## src/tmb_map.vh

```
// Function
// Periodic and PWM modes ignore all events.
// Timeout mode: one edge starts, other stops.
// Capture mode: selected edge captures, sets flag.
// Frequency mode: capture, clear, restart, set flag.
// Pulse-width mode: one edge clears, other captures.
// Combined mode: clear, capture, then stop and flag.
// Single-shot: selected edge starts; flag at top.
// Periodic and timeout: flag at compare top.
// PWM mode: flag when count meets high byte.
// Events act only with event input enabled.
// Enable bit 0 gates the capture interrupt.
// Flag clears by write one, capture read.
// Read-only run bit shows counter running.
// Debug halt stops block unless bypass set.
// One shared byte latch for 16-bit access.
// Count low at base, high at base+1.
// Bus write to count beats internal update.
// Interrupt asserted while flag and enable set.
// Mode field encodes eight modes 0 to 7.
// Compare holds capture, top, or two bytes.
// Read low first, write high first.
// Combined mode ignores edges until flag cleared.
`ifndef TMB_MAP_VH
`define TMB_MAP_VH

// Register indices; byte address is four times the index.
`define TMB_IDX_CTRL_A   4'h0
`define TMB_IDX_CTRL_B   4'h1
`define TMB_IDX_EVCTL    4'h4
`define TMB_IDX_IRQEN    4'h5
`define TMB_IDX_FLAGS    4'h6
`define TMB_IDX_RUN      4'h7
`define TMB_IDX_DBG      4'h8
`define TMB_IDX_LATCH    4'h9
`define TMB_IDX_CNT_LO   4'hA
`define TMB_IDX_CNT_HI   4'hB
`define TMB_IDX_CMP_LO   4'hC
`define TMB_IDX_CMP_HI   4'hD

// Field positions.
`define TMB_ENABLE_BIT   0
`define TMB_MODE_HI      2
`define TMB_MODE_LO      0
`define TMB_EDGE_BIT     4
`define TMB_EVEN_BIT     0
`define TMB_IRQ_BIT      0
`define TMB_RUN_BIT      0
`define TMB_BYPASS_BIT   0
`define TMB_IDX_MSB      5
`define TMB_IDX_LSB      2
`define TMB_ALIGN_MSB    1

// Reset values.
`define TMB_BYTE_RST     8'h00
`define TMB_WORD_RST     16'h0000
`define TMB_MODE_RST     3'h0

// Timer operating modes.
`define TMB_MODE_PERIODIC 3'h0
`define TMB_MODE_TIMEOUT  3'h1
`define TMB_MODE_CAPTURE  3'h2
`define TMB_MODE_FREQ     3'h3
`define TMB_MODE_PWIDTH   3'h4
`define TMB_MODE_FREQ_PW  3'h5
`define TMB_MODE_SINGLE   3'h6
`define TMB_MODE_PWM8     3'h7

// Combined-mode sequence states.
`define TMB_FPW_WAIT     2'h0
`define TMB_FPW_PULSE    2'h1
`define TMB_FPW_PERIOD   2'h2
`define TMB_FPW_DONE     2'h3

`define TMB_CNT_ONE      16'h0001

`endif

```

## src/tmb_event_capture.v

```verilog
// Added by the designer: the APB interface to the registers.
`timescale 1ns/1ps
`include "tmb_map.vh"

module tmb_event_capture #(
  parameter AW = 12
) (
  // APB slave
  input  wire          pclk,
  input  wire          presetn,
  input  wire          psel,
  input  wire          penable,
  input  wire          pwrite,
  input  wire [AW-1:0] paddr,
  input  wire [31:0]   pwdata,
  output wire          pready,
  output reg  [31:0]   prdata,
  output reg           pslverr,
  // Event network and debug
  input  wire          event_in,
  input  wire          cpu_debug_halt,
  // Interrupt request
  output wire          sample_irq
);

  // Register state.
  reg          enable_q;
  reg  [2:0]   timer_operating_mode;
  reg          edge_pol_q;
  reg          event_sample_input_enable;
  reg          irq_en_q;
  reg          flag_q;
  reg          halt_bypass;
  reg  [7:0]   latch_q;
  reg  [15:0]  cnt_q;
  reg  [15:0]  compare_or_sample_value_q;
  reg          run_q;
  reg  [1:0]   fpw_q;
  reg          ev_q;

  // Next values.
  reg  [15:0]  cnt_d;
  reg  [15:0]  compare_or_sample_value_d;
  reg          run_d;
  reg  [1:0]   fpw_d;
  reg          flag_set;
  reg          flag_d;
  reg  [7:0]   latch_d;
  reg  [7:0]   rd_b;
  reg          rd_ok;

  // Only aligned offsets inside the index range decode; any other address bit is an error.
  wire [3:0]   idx      = paddr[`TMB_IDX_MSB:`TMB_IDX_LSB];
  wire         hi_zero  = (paddr[AW-1:`TMB_IDX_MSB+1] == {(AW-`TMB_IDX_MSB-1){1'b0}}) &&
                          (paddr[`TMB_ALIGN_MSB:0] == 2'b00);
  wire         setup    = psel & ~penable;
  wire         access   = psel & penable;
  // The error flop was loaded at the setup edge, so it speaks for this very transfer.
  wire         wr       = access & pwrite & ~pslverr;
  wire         rd       = access & ~pwrite & ~pslverr;
  wire [7:0]   wbyte    = pwdata[7:0];

  // A debug halt freezes the count and the edge logic but leaves the bus usable.
  wire         halted   = cpu_debug_halt & ~halt_bypass;
  wire         ev_ok    = event_sample_input_enable & enable_q & ~halted;
  wire         rise     = ev_ok & event_in & ~ev_q;
  wire         fall     = ev_ok & ~event_in & ev_q;
  wire         sel_edge = edge_pol_q ? fall : rise;
  wire         opp_edge = edge_pol_q ? rise : fall;
  // The wrap happens on the cycle after the match, so a period is top plus one cycles.
  wire         at_top   = (cnt_q == compare_or_sample_value_q);
  wire         pwm8     = (timer_operating_mode == `TMB_MODE_PWM8);
  // In these modes the compare register holds a sample, and reading it clears the flag.
  wire         cap_mode = (timer_operating_mode == `TMB_MODE_CAPTURE) ||
                          (timer_operating_mode == `TMB_MODE_FREQ)    ||
                          (timer_operating_mode == `TMB_MODE_PWIDTH)  ||
                          (timer_operating_mode == `TMB_MODE_FREQ_PW);

  // Bus-side register strobes.
  wire         wr_cnt_lo = wr & (idx == `TMB_IDX_CNT_LO);
  wire         wr_cmp_lo = wr & (idx == `TMB_IDX_CMP_LO);
  wire         wr_cmp_hi = wr & (idx == `TMB_IDX_CMP_HI);
  wire         rd_cmp_lo = rd & (idx == `TMB_IDX_CMP_LO);
  wire         clr_w1c   = wr & (idx == `TMB_IDX_FLAGS) & pwdata[`TMB_IRQ_BIT];
  wire         clr_read  = rd_cmp_lo & cap_mode;
  // The high byte is taken at the setup edge, with the low byte that prdata takes there,
  // so a running count cannot carry between the two halves.
  wire         rd_setup  = setup & ~pwrite & rd_ok;

  // Zero wait states: every transfer completes in its first access cycle.
  assign pready     = 1'b1;
  // Built from two flops only, so the request drops in the cycle the flag clears.
  assign sample_irq = flag_q & irq_en_q;

  // Counter, capture and run control.
  // The count advances on every clock while running; there is no prescaler.
  always @* begin
    cnt_d    = cnt_q;
    compare_or_sample_value_d   = compare_or_sample_value_q;
    run_d    = run_q;
    fpw_d    = fpw_q;
    flag_set = 1'b0;
    if (!enable_q) begin
      run_d = 1'b0;
      fpw_d = `TMB_FPW_WAIT;
    end else if (!halted) begin
      // Leaving the combined mode drops any half-done sequence, so it restarts cleanly.
      if (timer_operating_mode != `TMB_MODE_FREQ_PW) begin
        fpw_d = `TMB_FPW_WAIT;
      end
      case (timer_operating_mode)
        `TMB_MODE_PERIODIC: begin
          // Events are not looked at here.
          run_d = 1'b1;
          if (run_q) begin
            if (at_top) begin
              cnt_d    = `TMB_WORD_RST;
              flag_set = 1'b1;
            end else begin
              cnt_d = cnt_q + `TMB_CNT_ONE;
            end
          end
        end
        `TMB_MODE_TIMEOUT: begin
          // Start and stop only gate counting; a stop keeps the count.
          if (sel_edge) begin
            run_d = 1'b1;
          end else if (opp_edge) begin
            run_d = 1'b0;
          end
          if (run_q) begin
            if (at_top) begin
              cnt_d    = `TMB_WORD_RST;
              flag_set = 1'b1;
            end else begin
              cnt_d = cnt_q + `TMB_CNT_ONE;
            end
          end
        end
        `TMB_MODE_CAPTURE: begin
          run_d = 1'b1;
          if (run_q) begin
            cnt_d = cnt_q + `TMB_CNT_ONE;
          end
          if (sel_edge) begin
            compare_or_sample_value_d   = cnt_q;
            flag_set = 1'b1;
          end
        end
        `TMB_MODE_FREQ: begin
          // The opposite edge is ignored in this mode.
          run_d = 1'b1;
          if (sel_edge) begin
            compare_or_sample_value_d   = cnt_q;
            cnt_d    = `TMB_WORD_RST;
            flag_set = 1'b1;
          end else if (run_q) begin
            cnt_d = cnt_q + `TMB_CNT_ONE;
          end
        end
        `TMB_MODE_PWIDTH: begin
          run_d = 1'b1;
          if (sel_edge) begin
            cnt_d = `TMB_WORD_RST;
          end else begin
            if (opp_edge) begin
              compare_or_sample_value_d   = cnt_q;
              flag_set = 1'b1;
            end
            if (run_q) begin
              cnt_d = cnt_q + `TMB_CNT_ONE;
            end
          end
        end
        `TMB_MODE_FREQ_PW: begin
          case (fpw_q)
            `TMB_FPW_WAIT: begin
              run_d = 1'b1;
              if (sel_edge) begin
                cnt_d = `TMB_WORD_RST;
                fpw_d = `TMB_FPW_PULSE;
              end else if (run_q) begin
                cnt_d = cnt_q + `TMB_CNT_ONE;
              end
            end
            `TMB_FPW_PULSE: begin
              // The counter runs on through the pulse and period phases.
              if (opp_edge) begin
                compare_or_sample_value_d = cnt_q;
                fpw_d  = `TMB_FPW_PERIOD;
              end
              cnt_d = cnt_q + `TMB_CNT_ONE;
            end
            `TMB_FPW_PERIOD: begin
              if (sel_edge) begin
                run_d    = 1'b0;
                flag_set = 1'b1;
                fpw_d    = `TMB_FPW_DONE;
              end else begin
                cnt_d = cnt_q + `TMB_CNT_ONE;
              end
            end
            `TMB_FPW_DONE: begin
              // Edges are dropped until the result has been collected.
              run_d = 1'b0;
              if (!flag_q) begin
                fpw_d = `TMB_FPW_WAIT;
                run_d = 1'b1;
              end
            end
            default: begin
              fpw_d = `TMB_FPW_WAIT;
            end
          endcase
        end
        `TMB_MODE_SINGLE: begin
          // A start edge while the counter runs is ignored.
          if (!run_q && sel_edge) begin
            run_d = 1'b1;
          end
          if (run_q) begin
            if (at_top) begin
              run_d    = 1'b0;
              cnt_d    = `TMB_WORD_RST;
              flag_set = 1'b1;
            end else begin
              cnt_d = cnt_q + `TMB_CNT_ONE;
            end
          end
        end
        `TMB_MODE_PWM8: begin
          // Low compare byte is the period, high byte the match point.
          // The wrap clears the whole count, so a stale high byte lasts one period at most.
          run_d = 1'b1;
          if (run_q) begin
            if (cnt_q[7:0] == compare_or_sample_value_q[7:0]) begin
              cnt_d = `TMB_WORD_RST;
            end else begin
              cnt_d = cnt_q + `TMB_CNT_ONE;
            end
            if (cnt_q[7:0] == compare_or_sample_value_q[15:8]) begin
              flag_set = 1'b1;
            end
          end
        end
        default: begin
          run_d = 1'b0;
        end
      endcase
    end
    // A bus write overrides whatever the counter logic computed this cycle.
    if (wr_cnt_lo) begin
      cnt_d = {latch_q, wbyte};
    end
    if (wr_cmp_lo) begin
      if (pwm8) begin
        compare_or_sample_value_d[7:0] = wbyte;
      end else begin
        compare_or_sample_value_d = {latch_q, wbyte};
      end
    end
    if (wr_cmp_hi && pwm8) begin
      compare_or_sample_value_d[15:8] = wbyte;
    end
  end

  // Hardware setting wins over software clearing in the same cycle.
  always @* begin
    flag_d = flag_set | (flag_q & ~(clr_w1c | clr_read));
  end

  // Shared byte latch: low-byte reads fill it, high-byte writes fill it except compare high in PWM mode.
  always @* begin
    latch_d = latch_q;
    if (wr) begin
      if (idx == `TMB_IDX_LATCH) begin
        latch_d = wbyte;
      end else if ((idx == `TMB_IDX_CNT_HI) || (idx == `TMB_IDX_CMP_HI && !pwm8)) begin
        latch_d = wbyte;
      end
    end else if (rd_setup) begin
      if (idx == `TMB_IDX_CNT_LO) begin
        latch_d = cnt_q[15:8];
      end else if (idx == `TMB_IDX_CMP_LO) begin
        latch_d = compare_or_sample_value_q[15:8];
      end
    end
  end

  // Read data selection, sampled in the setup cycle.
  // Unmapped indices answer with an error and read as zero.
  always @* begin
    rd_b  = `TMB_BYTE_RST;
    rd_ok = hi_zero;
    case (idx)
      `TMB_IDX_CTRL_A: rd_b[`TMB_ENABLE_BIT] = enable_q;
      `TMB_IDX_CTRL_B: rd_b[`TMB_MODE_HI:`TMB_MODE_LO] = timer_operating_mode;
      `TMB_IDX_EVCTL: begin
        rd_b[`TMB_EDGE_BIT] = edge_pol_q;
        rd_b[`TMB_EVEN_BIT] = event_sample_input_enable;
      end
      `TMB_IDX_IRQEN: rd_b[`TMB_IRQ_BIT] = irq_en_q;
      `TMB_IDX_FLAGS: rd_b[`TMB_IRQ_BIT] = flag_q;
      `TMB_IDX_RUN:   rd_b[`TMB_RUN_BIT] = enable_q & run_q;
      `TMB_IDX_DBG:   rd_b[`TMB_BYPASS_BIT] = halt_bypass;
      `TMB_IDX_LATCH: rd_b = latch_q;
      `TMB_IDX_CNT_LO: rd_b = cnt_q[7:0];
      `TMB_IDX_CNT_HI: rd_b = latch_q;
      `TMB_IDX_CMP_LO: rd_b = compare_or_sample_value_q[7:0];
      `TMB_IDX_CMP_HI: rd_b = pwm8 ? compare_or_sample_value_q[15:8] : latch_q;
      default: rd_ok = 1'b0;
    endcase
  end

  // Bus response flops.
  always @(posedge pclk or negedge presetn) begin
    if (!presetn) begin
      prdata  <= 32'h00000000;
      pslverr <= 1'b0;
    end else if (setup) begin
      prdata  <= rd_ok ? {24'h000000, rd_b} : 32'h00000000;
      pslverr <= ~rd_ok;
    end
  end

  // Control registers; the run bit has no write path at all.
  // A mode change while enabled is accepted, but a measurement in progress is lost.
  always @(posedge pclk or negedge presetn) begin
    if (!presetn) begin
      enable_q                  <= 1'b0;
      timer_operating_mode      <= `TMB_MODE_RST;
      edge_pol_q                <= 1'b0;
      event_sample_input_enable <= 1'b0;
      irq_en_q                  <= 1'b0;
      halt_bypass               <= 1'b0;
    end else if (wr) begin
      case (idx)
        `TMB_IDX_CTRL_A: enable_q <= wbyte[`TMB_ENABLE_BIT];
        `TMB_IDX_CTRL_B: timer_operating_mode <= wbyte[`TMB_MODE_HI:`TMB_MODE_LO];
        `TMB_IDX_EVCTL: begin
          edge_pol_q                <= wbyte[`TMB_EDGE_BIT];
          event_sample_input_enable <= wbyte[`TMB_EVEN_BIT];
        end
        `TMB_IDX_IRQEN: irq_en_q <= wbyte[`TMB_IRQ_BIT];
        `TMB_IDX_DBG:   halt_bypass <= wbyte[`TMB_BYPASS_BIT];
        default: begin
        end
      endcase
    end
  end

  // Datapath registers.
  always @(posedge pclk or negedge presetn) begin
    if (!presetn) begin
      cnt_q   <= `TMB_WORD_RST;
      compare_or_sample_value_q  <= `TMB_WORD_RST;
      run_q   <= 1'b0;
      fpw_q   <= `TMB_FPW_WAIT;
      flag_q  <= 1'b0;
      latch_q <= `TMB_BYTE_RST;
      ev_q    <= 1'b0;
    end else begin
      cnt_q   <= cnt_d;
      compare_or_sample_value_q  <= compare_or_sample_value_d;
      run_q   <= run_d;
      fpw_q   <= fpw_d;
      flag_q  <= flag_d;
      latch_q <= latch_d;
      // Tracked even while gated so a stale level never fires on enable.
      ev_q    <= event_in;
    end
  end

endmodule // tmb_event_capture

```

## config.mk

```make
export PLATFORM = sky130hd
export DESIGN_NAME = tmb_event_capture
export DESIGN_NICKNAME = d
export VERILOG_FILES = /design/src/tmb_event_capture.v
export VERILOG_INCLUDE_DIRS = /design/src /design/src/src
export SDC_FILE = /design/constraint.sdc
export NUM_CORES = 1
export LEC_CHECK = 0
export BUFFER_PORTS_ARGS = -buffer_cell sky130_fd_sc_hd__buf_4
export CAP_MARGIN = 0
export CELL_PAD_IN_SITES_DETAIL_PLACEMENT = 1
export CELL_PAD_IN_SITES_GLOBAL_PLACEMENT = 1
export CORE_ASPECT_RATIO = 1.75
export CORE_MARGIN = 3
export CORE_UTILIZATION = 35
export CTS_CLUSTER_SIZE = 10
export DETAILED_ROUTE_END_ITERATION = 8
export PLACE_DENSITY = 0.66
export SYNTH_ARGS = -nofsm -noshare
export SYNTH_HDL_FRONTEND = slang
export SYNTH_SLANG_ARGS = --single-unit
export TNS_END_PERCENT = 1
```

## constraint.sdc

```tcl
create_clock -name pclk -period 3.1 [get_ports pclk]
set_clock_uncertainty 0.15 [all_clocks]
set_input_delay 0.31 -clock pclk [delete_from_list [all_inputs] [get_ports pclk]]
set_output_delay 0.31 -clock pclk [all_outputs]
set_load 0.03 [all_outputs]
```

==> results of run 1 <==
==> cell families (layout without fill, tap and decap cells) <==
logic type | count (synthesis) | in the layout | share of synthesized area (%)
and+or+nand+nor | 199 | 199 | 20.3
adders and majority gates | 5 | 5 | 1.26
other | 2 | 25 | 0.152
xor gates and xnor gates | 28 | 28 | 4.96
buffers and inverters | 80 | 110 | 8.50
DFF | 62 | 62 | 31.4
AOI/OAI and AO/OA | 173 | 173 | 23.9
muxes | 45 | 45 | 9.51
==> sequential cells by signal, indices dropped and copies added (netlist names), 2 cells and up <==
register and count:
latch_q 8, compare_or_sample_value_q 16, fpw_q 2, prdata 8, timer_operating_mode 3, cnt_q 16
==> per-layer routing <==
| metal | global-route usage [%] | vias to the layer above | routed length (um) |
|---|---|---|---|
| li1 | - | 2235 | - |
| met1 | 26.3 | 2438 | 7070 |
| met2 | 42.3 | 128 | 9590 |
| met3 | 3.32 | 64 | 562 |
| met4 | 17.2 | 0 | 1400 |
| met5 | 0 | - | 0 |
==> worst min-delay path: cells and delay by family <==
kind | cells | cell delay [ps]
buffers and inverters | 1 | 120
AOI/OAI and AO/OA | 2 | 130
==> worst paths after layout <==
kind                            from  cells past startpoint  slack (ps)   endpoint
hold / removal             pwdata[5]                      3         110   cnt_q[5]
hold reg to reg            prdata[1]                      2         340  prdata[1]
setup reg to reg            cnt_q[0]                      7         310  cnt_q[12]
max in group asynchronous    presetn                      2        1750  prdata[2]
setup / recovery            event_in                      8         200  cnt_q[11]
min in group asynchronous    presetn                      2         480   fpw_q[0]
==> report_power, final <==
group	switching, uW	internal (uW)
clock	439	551
sequential	3.28	811
combinational	124	48.4
==> per-stage QoR <==
step / power [uW] / area, sq um / setup WS [ps] / cells / hold WS, ps
finish: 1980 / 5780 / 201 / 821 / 113
global placement: 996 / 5480 / 386 / 803 / 309
CTS: 1990 / 5780 / 228 / 821 / 117
detailed placement: 999 / 5480 / 313 / 803 / 317
floorplan: 946 / 5030 / 684 / 617 / -136
global route: 2050 / 5780 / 112 / 821 / 131
==> final cells by class <==
cell class              instances  area, sq um  area share [%]
multi-input cells             475         3070            53.0
flip-flops and latches         62         1550            26.8
repair buffers                 82          621            10.7
clock buffers                   9          225            3.89
well taps                     174          218            3.76
clock inverters                 7         57.6           0.995
inverters                      12         45.0           0.779
==> cell usage after synthesis (7+ instances only) <==
cell,count
nand4_1,13
o21ai_0,46
a22o_1,11
a31oi_1,12
o22ai_1,11
inv_1,12
xnor2_1,19
buf_4,25
o211ai_1,8
and3_1,9
nand2_1,51
nor2_1,43
and2_1,12
clkbuf_1,35
mux2i_1,29
nand3b_1,7
dfrtp_1,62
nand3_1,11
mux2_2,16
a21oi_1,31
xor2_1,9
nor3_1,20
==> repair_timing <==
item / 4_1_cts / 5_1_grt
hold buffers: 2 / 0
resized for setup: 0 / 0
setup endpoints to repair: 0 / 0
hold endpoints to repair: 63 / 0
==> metrics.txt, run 1 <==
Pwr Density=342 nW/um^2; # diodes=0; Port-buffer cells=36; Setup Fix Bufs, Post-CTS=0; Slowest-stage cell, CP=a2111oi_4; WL/cell=22.7 um; Clock Latency Late Sink=340 ps; maximum vdd drop=0.213 mV; relative slew slack=42.2%; Post-synth ARST share=100%; Max stage delay on crit path=550 ps; CTS max path bufs=2; number of global-route vias before repair=5287; die width=95.9 um; Slew @ Worst Pin=868 ps; Remaining Overflow, GRT=0; 1st-pass router iterations=4; kind of critical path=in2reg; most common cell after layout, fill and taps aside=buf_4; fraction of layout cells with a size suffix above 1=19.5%; # fillers=1648; DRC viols=0; fin util=42.6%; TritonCTS Buffers=9; CP bufs+invs=2; H-tree depth=3; Final ANT Viol Nets=0; Clock Sinks=62; total of max-cap violations=0; Routed WL=18.6 mm; largest net degree at the start of global routing=63; first-pass GRT wire length=28.9 mm; CP Launch Type=input pin; vias per cell=5.93; GPL Wtd Cong=0.915; synthesis-to-finish area growth=16.9%; Tmin final=2900 ps; Die ar.=15700 sq um; Final Hold Fails=0; Initial Utilization=36.4%; LEAKAGE=0.00250 uW; CTS tree=built; arrival time of the worst setup path=2940 ps; Yosys cell types=59; DIE HEIGHT=163 um; crit end category=register; Slew Limit Fails=0; Cell Area, Synth=4950 sq um; synthesized area per cell=8.33 sq um; register bit count reported by yosys=62; final period utilization=93.5%; gate count after technology mapping=594; setup total negative slack=0 ps; Finish-stage setup viols=0; top cells by area, synth=dfrtp_1 31%, mux2i_1 5.9%, o21ai_0 4.7%, nand2_1 3.9%, buf_4 3.8%; CP top delay family=compound AO/OA/AOI/OAI gates; GRT Overall Usage=24.3%; clk slew on worst S/H paths=60 ps; Yosys warning total=0; detailed router's first-iteration violation count=250; most frequent cells in the layout=80 x buf_4, 62 x dfrtp_1, 51 x nand2_1; # IOs=86; top cell type by total area after synthesis=dfrtp_1; Synth top area share=31.4%; top_reg_cell synth=dfrtp_1; # rows=56; cells along the critical path=dlygate4sd3_1, buf_4, or3b_4, a2111oi_4, or2_2, nor2_1, o31ai_2, o221ai_1; number of synthesized flops with an enable pin=0; RSZ-0062 raised after global routing=no; CP Max Fanout=7; antenna violations before repair=0; Worst EP required=3140 ps; sequential-to-total area share from yosys stat=31.4%; via count=4865; worst hold-check path type=in2reg; core area=13600 sq um; outcome=finished, final reports clean; CTS root buf=clkbuf_16; Final nets=698; Max Fclk=0.345 GHz; Post-DP HPWL=14.1 mm
(Power assumes the default switching activity.)
==> inputs of run 2 (changes only) <==
--- a/config.mk
+++ b/config.mk
@@ -13,6 +13,7 @@
 export CORE_ASPECT_RATIO = 1.75
 export CORE_MARGIN = 3
 export CORE_UTILIZATION = 35
+export CTS_BUF_LIST = sky130_fd_sc_hd__clkbuf_4
 export CTS_CLUSTER_SIZE = 10
 export DETAILED_ROUTE_END_ITERATION = 8
 export PLACE_DENSITY = 0.66
==> metrics.txt, run 2 (synthesis results as in run 1) <==
Max stage delay on crit path=760 ps (+210 ps); pre-CTS WS=313 ps (unchanged); number of global-route vias before repair=5239 (-0.91%); Final nets=703 (+0.72%); worst hold-check path type=in2reg; GRT Overall Usage=24.4% (+0.056 points); post-route insts no fill=827 (+0.73%); Pwr Density=273 nW/um^2 (-20%); CP Max Fanout=9 (+2); Seq pwr share=52.5% (+11 points); Final ANT Viol Nets=0 (unchanged); Gate power share=11.4% (+2.7 points); setup total negative slack=0 ps (unchanged); die width=95.9 um (unchanged); H-tree depth=3 (unchanged); placed cell count=803 (unchanged); fin util=41.8% (-0.77 points); met3 routed WL=522 um (-7.1%); Finish-stage setup viols=0 (unchanged); WL/cell=22.4 um (-1.3%); arrival time of the worst setup path=3010 ps (+70 ps); outcome=finished, final reports clean; multi-input logic area=3070 sq um (unchanged); Post-DP HPWL=14.1 mm (unchanged); Clock Latency Late Sink=450 ps (+110 ps); vias per cell=5.89 (-0.66%); CP Launch Type=register; # IOs=86 (unchanged); total of max-cap violations=0 (unchanged); RSZ-0062 raised after global routing=no; Clock Sinks=62 (unchanged); DIE HEIGHT=163 um (unchanged); maximum vdd drop=0.143 mV (-33%); Max Fclk=0.354 GHz (+2.5%); GPL Wtd Cong=0.915 (unchanged); synthesis-to-finish area growth=14.8%; largest net degree at the start of global routing=63 (unchanged); Port-buffer cells=36 (unchanged); # fillers=1662 (+0.85%); antenna violations before repair=1 (+1); PnR worst setup slack=271 ps (+70.2 ps); LEAKAGE=0.00245 uW (-1.9%); cells along the critical path=ha_1, nand4_1, nor4_1, a211oi_1, o31ai_1, o311a_1, o22ai_1; via count=4868 (+0.062%); most frequent cells in the layout=80 x buf_4, 62 x dfrtp_1, 51 x nand2_1; kind of critical path=reg2reg; Slew @ Worst Pin=874 ps (+6.24 ps); Initial Utilization=36.4% (unchanged); clk slew on worst S/H paths=130 ps (+70 ps); Remaining Overflow, GRT=0 (unchanged); Psw=514 uW (-9.2%); Reg area=1550 sq um (unchanged); Slowest-stage cell, CP=nor4_1; CTS tree=built; Die ar.=15700 sq um (unchanged); Top Metal Used=met4; CTS root buf=clkbuf_4; 1st-pass router iterations=4 (unchanged); final period utilization=91.2% (-2.3 points); first-pass GRT wire length=28.9 mm (about the same); Tmin final=2830 ps (-70.2 ps); most common cell after layout, fill and taps aside=buf_4; Cell Int Power=1040 uW (-26%); TritonCTS Buffers=9 (unchanged); Worst EP required=3280 ps (+140 ps); Final Power=1550 uW (-22%); DRC viols=0 (unchanged); Final Hold Fails=0 (unchanged); Routed WL=18.5 mm (-0.59%); Largest regs=cnt_q (16), compare_or_sample_value_q (16); Switching Fraction=33.1% (+4.5 points); Slew Limit Fails=0 (unchanged); core area=13600 sq um (unchanged); relative slew slack=41.7% (-0.42 points); CTS max path bufs=2 (unchanged); fraction of layout cells with a size suffix above 1=19.3% (-0.15 points); crit end category=register; routed wl met2=9.58 mm (-0.13%); detailed router's first-iteration violation count=263 (+5.2%); clock share of power=36.1% (-14 points); DRT met1 WL=7.02 mm (-0.79%); # rows=56 (unchanged)
## run 2: power by group through the flow
stage	combinational, uW	sequential, uW	clock (uW)
3_3_place_gp	167	829	0
2_1_floorplan	117	828	0
4_1_cts	177	814	583
5_1_grt	191	815	618
3_5_place_dp	170	830	0
6_report	177	814	560
## run 2: final cells by class
type                       count  area share (%)
timing repair buffer          87            11.8
inverter                      12           0.793
antenna                        1          0.0441
clock buffer                   9            1.19
multi-input combinational    475            54.0
sequential                    62            27.3
tap                          174            3.83
clock inverter                 7            1.01
## run 2: path summary, 6_finish.rpt
path                                 from          to  slack (ps)  cells past startpoint
worst min register to register  prdata[1]   prdata[1]         360                      2
worst min-delay path            pwdata[4]  edge_pol_q          30                      2
worst max-delay path             cnt_q[0]   cnt_q[12]         270                      7
max in group asynchronous         presetn   prdata[2]        1870                      2
min in group asynchronous         presetn    fpw_q[0]         360                      2
worst max register to register   cnt_q[0]   cnt_q[12]         270                      7
## run 2: per-stage QoR
step	hold WS (ps)	instance area [sq um]
detailed placement	317	5480
global placement	309	5480
floorplan	-136	5030
finish	27.6	5680
CTS	13.8	5680
global route	12.0	5680
## run 2: what timing repair did
item                      CTS  global route
gates resized for setup     0             0
hold endpoints to repair   70             0
hold buffers                7             0
setup buffers               0             0
## run 2: worst max-delay path: cells and delay by family (launching register included)
| family | cells | cell delay, ps |
|---|---|---|
| adders and majority gates | 1 | 290 |
| DFF | 1 | 600 |
| AOI/OAI and AO/OA | 4 | 720 |
| and+or+nand+nor | 2 | 960 |
## run 2: metal layers
layer	global-route usage (%)	up-vias
met2	42.1	132
met5	0	-
met1	26.4	2428
met4	17.7	0
met3	3.36	63
li1	-	2245
==> inputs of run 3 (changes only) <==
--- a/config.mk
+++ b/config.mk
@@ -11,7 +11,6 @@
 export CELL_PAD_IN_SITES_DETAIL_PLACEMENT = 1
 export CELL_PAD_IN_SITES_GLOBAL_PLACEMENT = 1
 export CORE_ASPECT_RATIO = 1.75
-export CORE_MARGIN = 3
 export CORE_UTILIZATION = 35
 export CTS_BUF_LIST = sky130_fd_sc_hd__clkbuf_4
 export CTS_CLUSTER_SIZE = 10
==> metrics.txt, run 3 (synthesis results as in run 1) <==
outcome=finished, final reports clean; Final ANT Viol Nets=0 (unchanged); arrival time of the worst setup path=2980 ps (-30 ps); most common cell after layout, fill and taps aside=buf_4; Hold Startpoint=pwdata[3]; core area=13800 sq um (+1.8%); maximum vdd drop=0.179 mV (+25%); CTS root buf=clkbuf_4; H-tree depth=3 (unchanged); R2R cell count=7 (unchanged); Final nets=697 (-0.85%); # rows=57 (+1.8%); Largest regs=cnt_q (16), compare_or_sample_value_q (16); most frequent cells in the layout=77 x buf_4, 62 x dfrtp_1, 51 x nand2_1; Hold Path End=compare_or_sample_value_q[3]; Clock Latency Late Sink=460 ps (about the same); PnR worst setup slack=282 ps (+10.5 ps); Die ar.=14600 sq um (-6.5%); CTS tree=built; relative slew slack=41.8% (about the same); Slew @ Worst Pin=874 ps (-0.272 ps); LEAKAGE=0.00242 uW (-1.3%); Worst R2R Start=edge_pol_q; Routed WL=18.3 mm (-1.4%); Setup Fix Bufs, Post-CTS=0 (unchanged); kind of critical path=reg2reg; Tmin final=2820 ps (-10.5 ps); crit end category=register; antenna violations before repair=1 (unchanged); Final Power=1600 uW (+3.2%); Pwr Density=284 nW/um^2 (+3.8%); clk slew on worst S/H paths=130 ps (about the same); GPL Wtd Cong=0.943 (+3.1%); 1st-pass router iterations=4 (unchanged); pre-CTS WS=322 ps (+9.65 ps); total of max-cap violations=0 (unchanged); Worst R2R End=cnt_q[14]; Worst EP required=3260 ps (-20 ps); detailed router's first-iteration violation count=273 (+3.8%); die width=91.9 um (-4.2%); # IOs=86 (unchanged); RSZ-0062 raised after global routing=no; CTS max path bufs=2 (unchanged); Hold Path Stages=3 (+1); worst hold-check path type=in2reg; Max Fclk=0.355 GHz (+0.37%); CP Max Fanout=7 (-2); fraction of layout cells with a size suffix above 1=18.9% (-0.44 points); DRC viols=0 (unchanged); number of global-route vias before repair=5072 (-3.2%); GRT Overall Usage=25.6% (+1.2 points); first-pass GRT wire length=28.5 mm (-1.5%); Remaining Overflow, GRT=0 (unchanged); Finish-stage setup viols=0 (unchanged); via count=4902 (+0.70%); Slew Limit Fails=0 (unchanged); vias per cell=5.95 (+1.1%); WL/cell=22.2 um (-1.1%); DIE HEIGHT=159 um (-2.4%); largest net degree at the start of global routing=63 (unchanged); Post-DP HPWL=13.9 mm (-1.5%); Initial Utilization=35.8% (-0.64 points); Final Hold Fails=0 (unchanged); final period utilization=90.9% (-0.34 points); FF-to-FF setup slack=280 ps (about the same); Clock Sinks=62 (unchanged); CP Launch Type=register; Port-buffer cells=36 (unchanged); TritonCTS Buffers=9 (unchanged); setup total negative slack=0 ps (unchanged); synthesis-to-finish area growth=14.1%
[run 3: cell count changes in the layout (fill, tap and decap cells not counted), sizes merged]
cell	change
buf	-3
bufinv	+1
clkinv	-3
clkinvlp	+3
dlygate4sd3	-3
inv	-1
[run 3: area by class of cell]
type	count	area (sq um)
antenna	1	2.50
clock buffer	9	67.6
clock inverter	7	73.8
fill	1674	8190
inverter	12	45.0
multi-input combinational	475	3070
sequential	62	1550
tap	177	221
timing repair buffer	81	618
[run 3: worst max path at each step]
| stage | start | to |
|---|---|---|
| final | edge_pol_q | cnt_q[14] |
| after global routing | cnt_q[0] | cnt_q[12] |
| after CTS | edge_pol_q | cnt_q[6] |
| after detailed placement | cnt_q[0] | cnt_q[12] |
| after global placement | cnt_q[0] | cnt_q[12] |
| after floorplan | edge_pol_q | compare_or_sample_value_q[5] |
[run 3: power by group]
group | internal, uW | switching [uW] | total, uW
Combinational | 50.0 | 124 | 173
Clock | 246 | 368 | 613
Sequential | 811 | 3.31 | 814
Total | 1110 | 494 | 1600
[run 3: through the flow]
step / cells / instance area, sq um / util, % / hold slack (ps)
after CTS: 823 / 5640 / 40.8 / 1.04
final: 824 / 5650 / 40.8 / 12.2
after global routing: 824 / 5650 / 40.8 / 13.3
after detailed placement: 803 / 5460 / 39.5 / 319
after global placement: 803 / 5460 / 39.5 / 314
after floorplan: 617 / 5030 / - / -136
[run 3: critical path, cell delays in order (launching register included)]
cell and delay, ps:
dfrtp_1 490, or3b_4 470, a2111oi_4 590, nor3_1 140
nor3_1 390, buf_4 200, a2bb2oi_1 140, o21ai_0 100
[run 3: layer usage]
metal | up-vias | GRT usage [%] | share of wire, %
met1 | 2464 | 27.5 | 37
met3 | 61 | 1.67 | 2.6
met2 | 137 | 46.2 | 53
met4 | 0 | 19.0 | 6.9
met5 | - | 0 | 0
li1 | 2240 | - | -
[run 3: what timing repair did]
action	CTS	global route
endpoints found under the hold margin	65	0
hold buffers	4	0
resized for setup	0	0
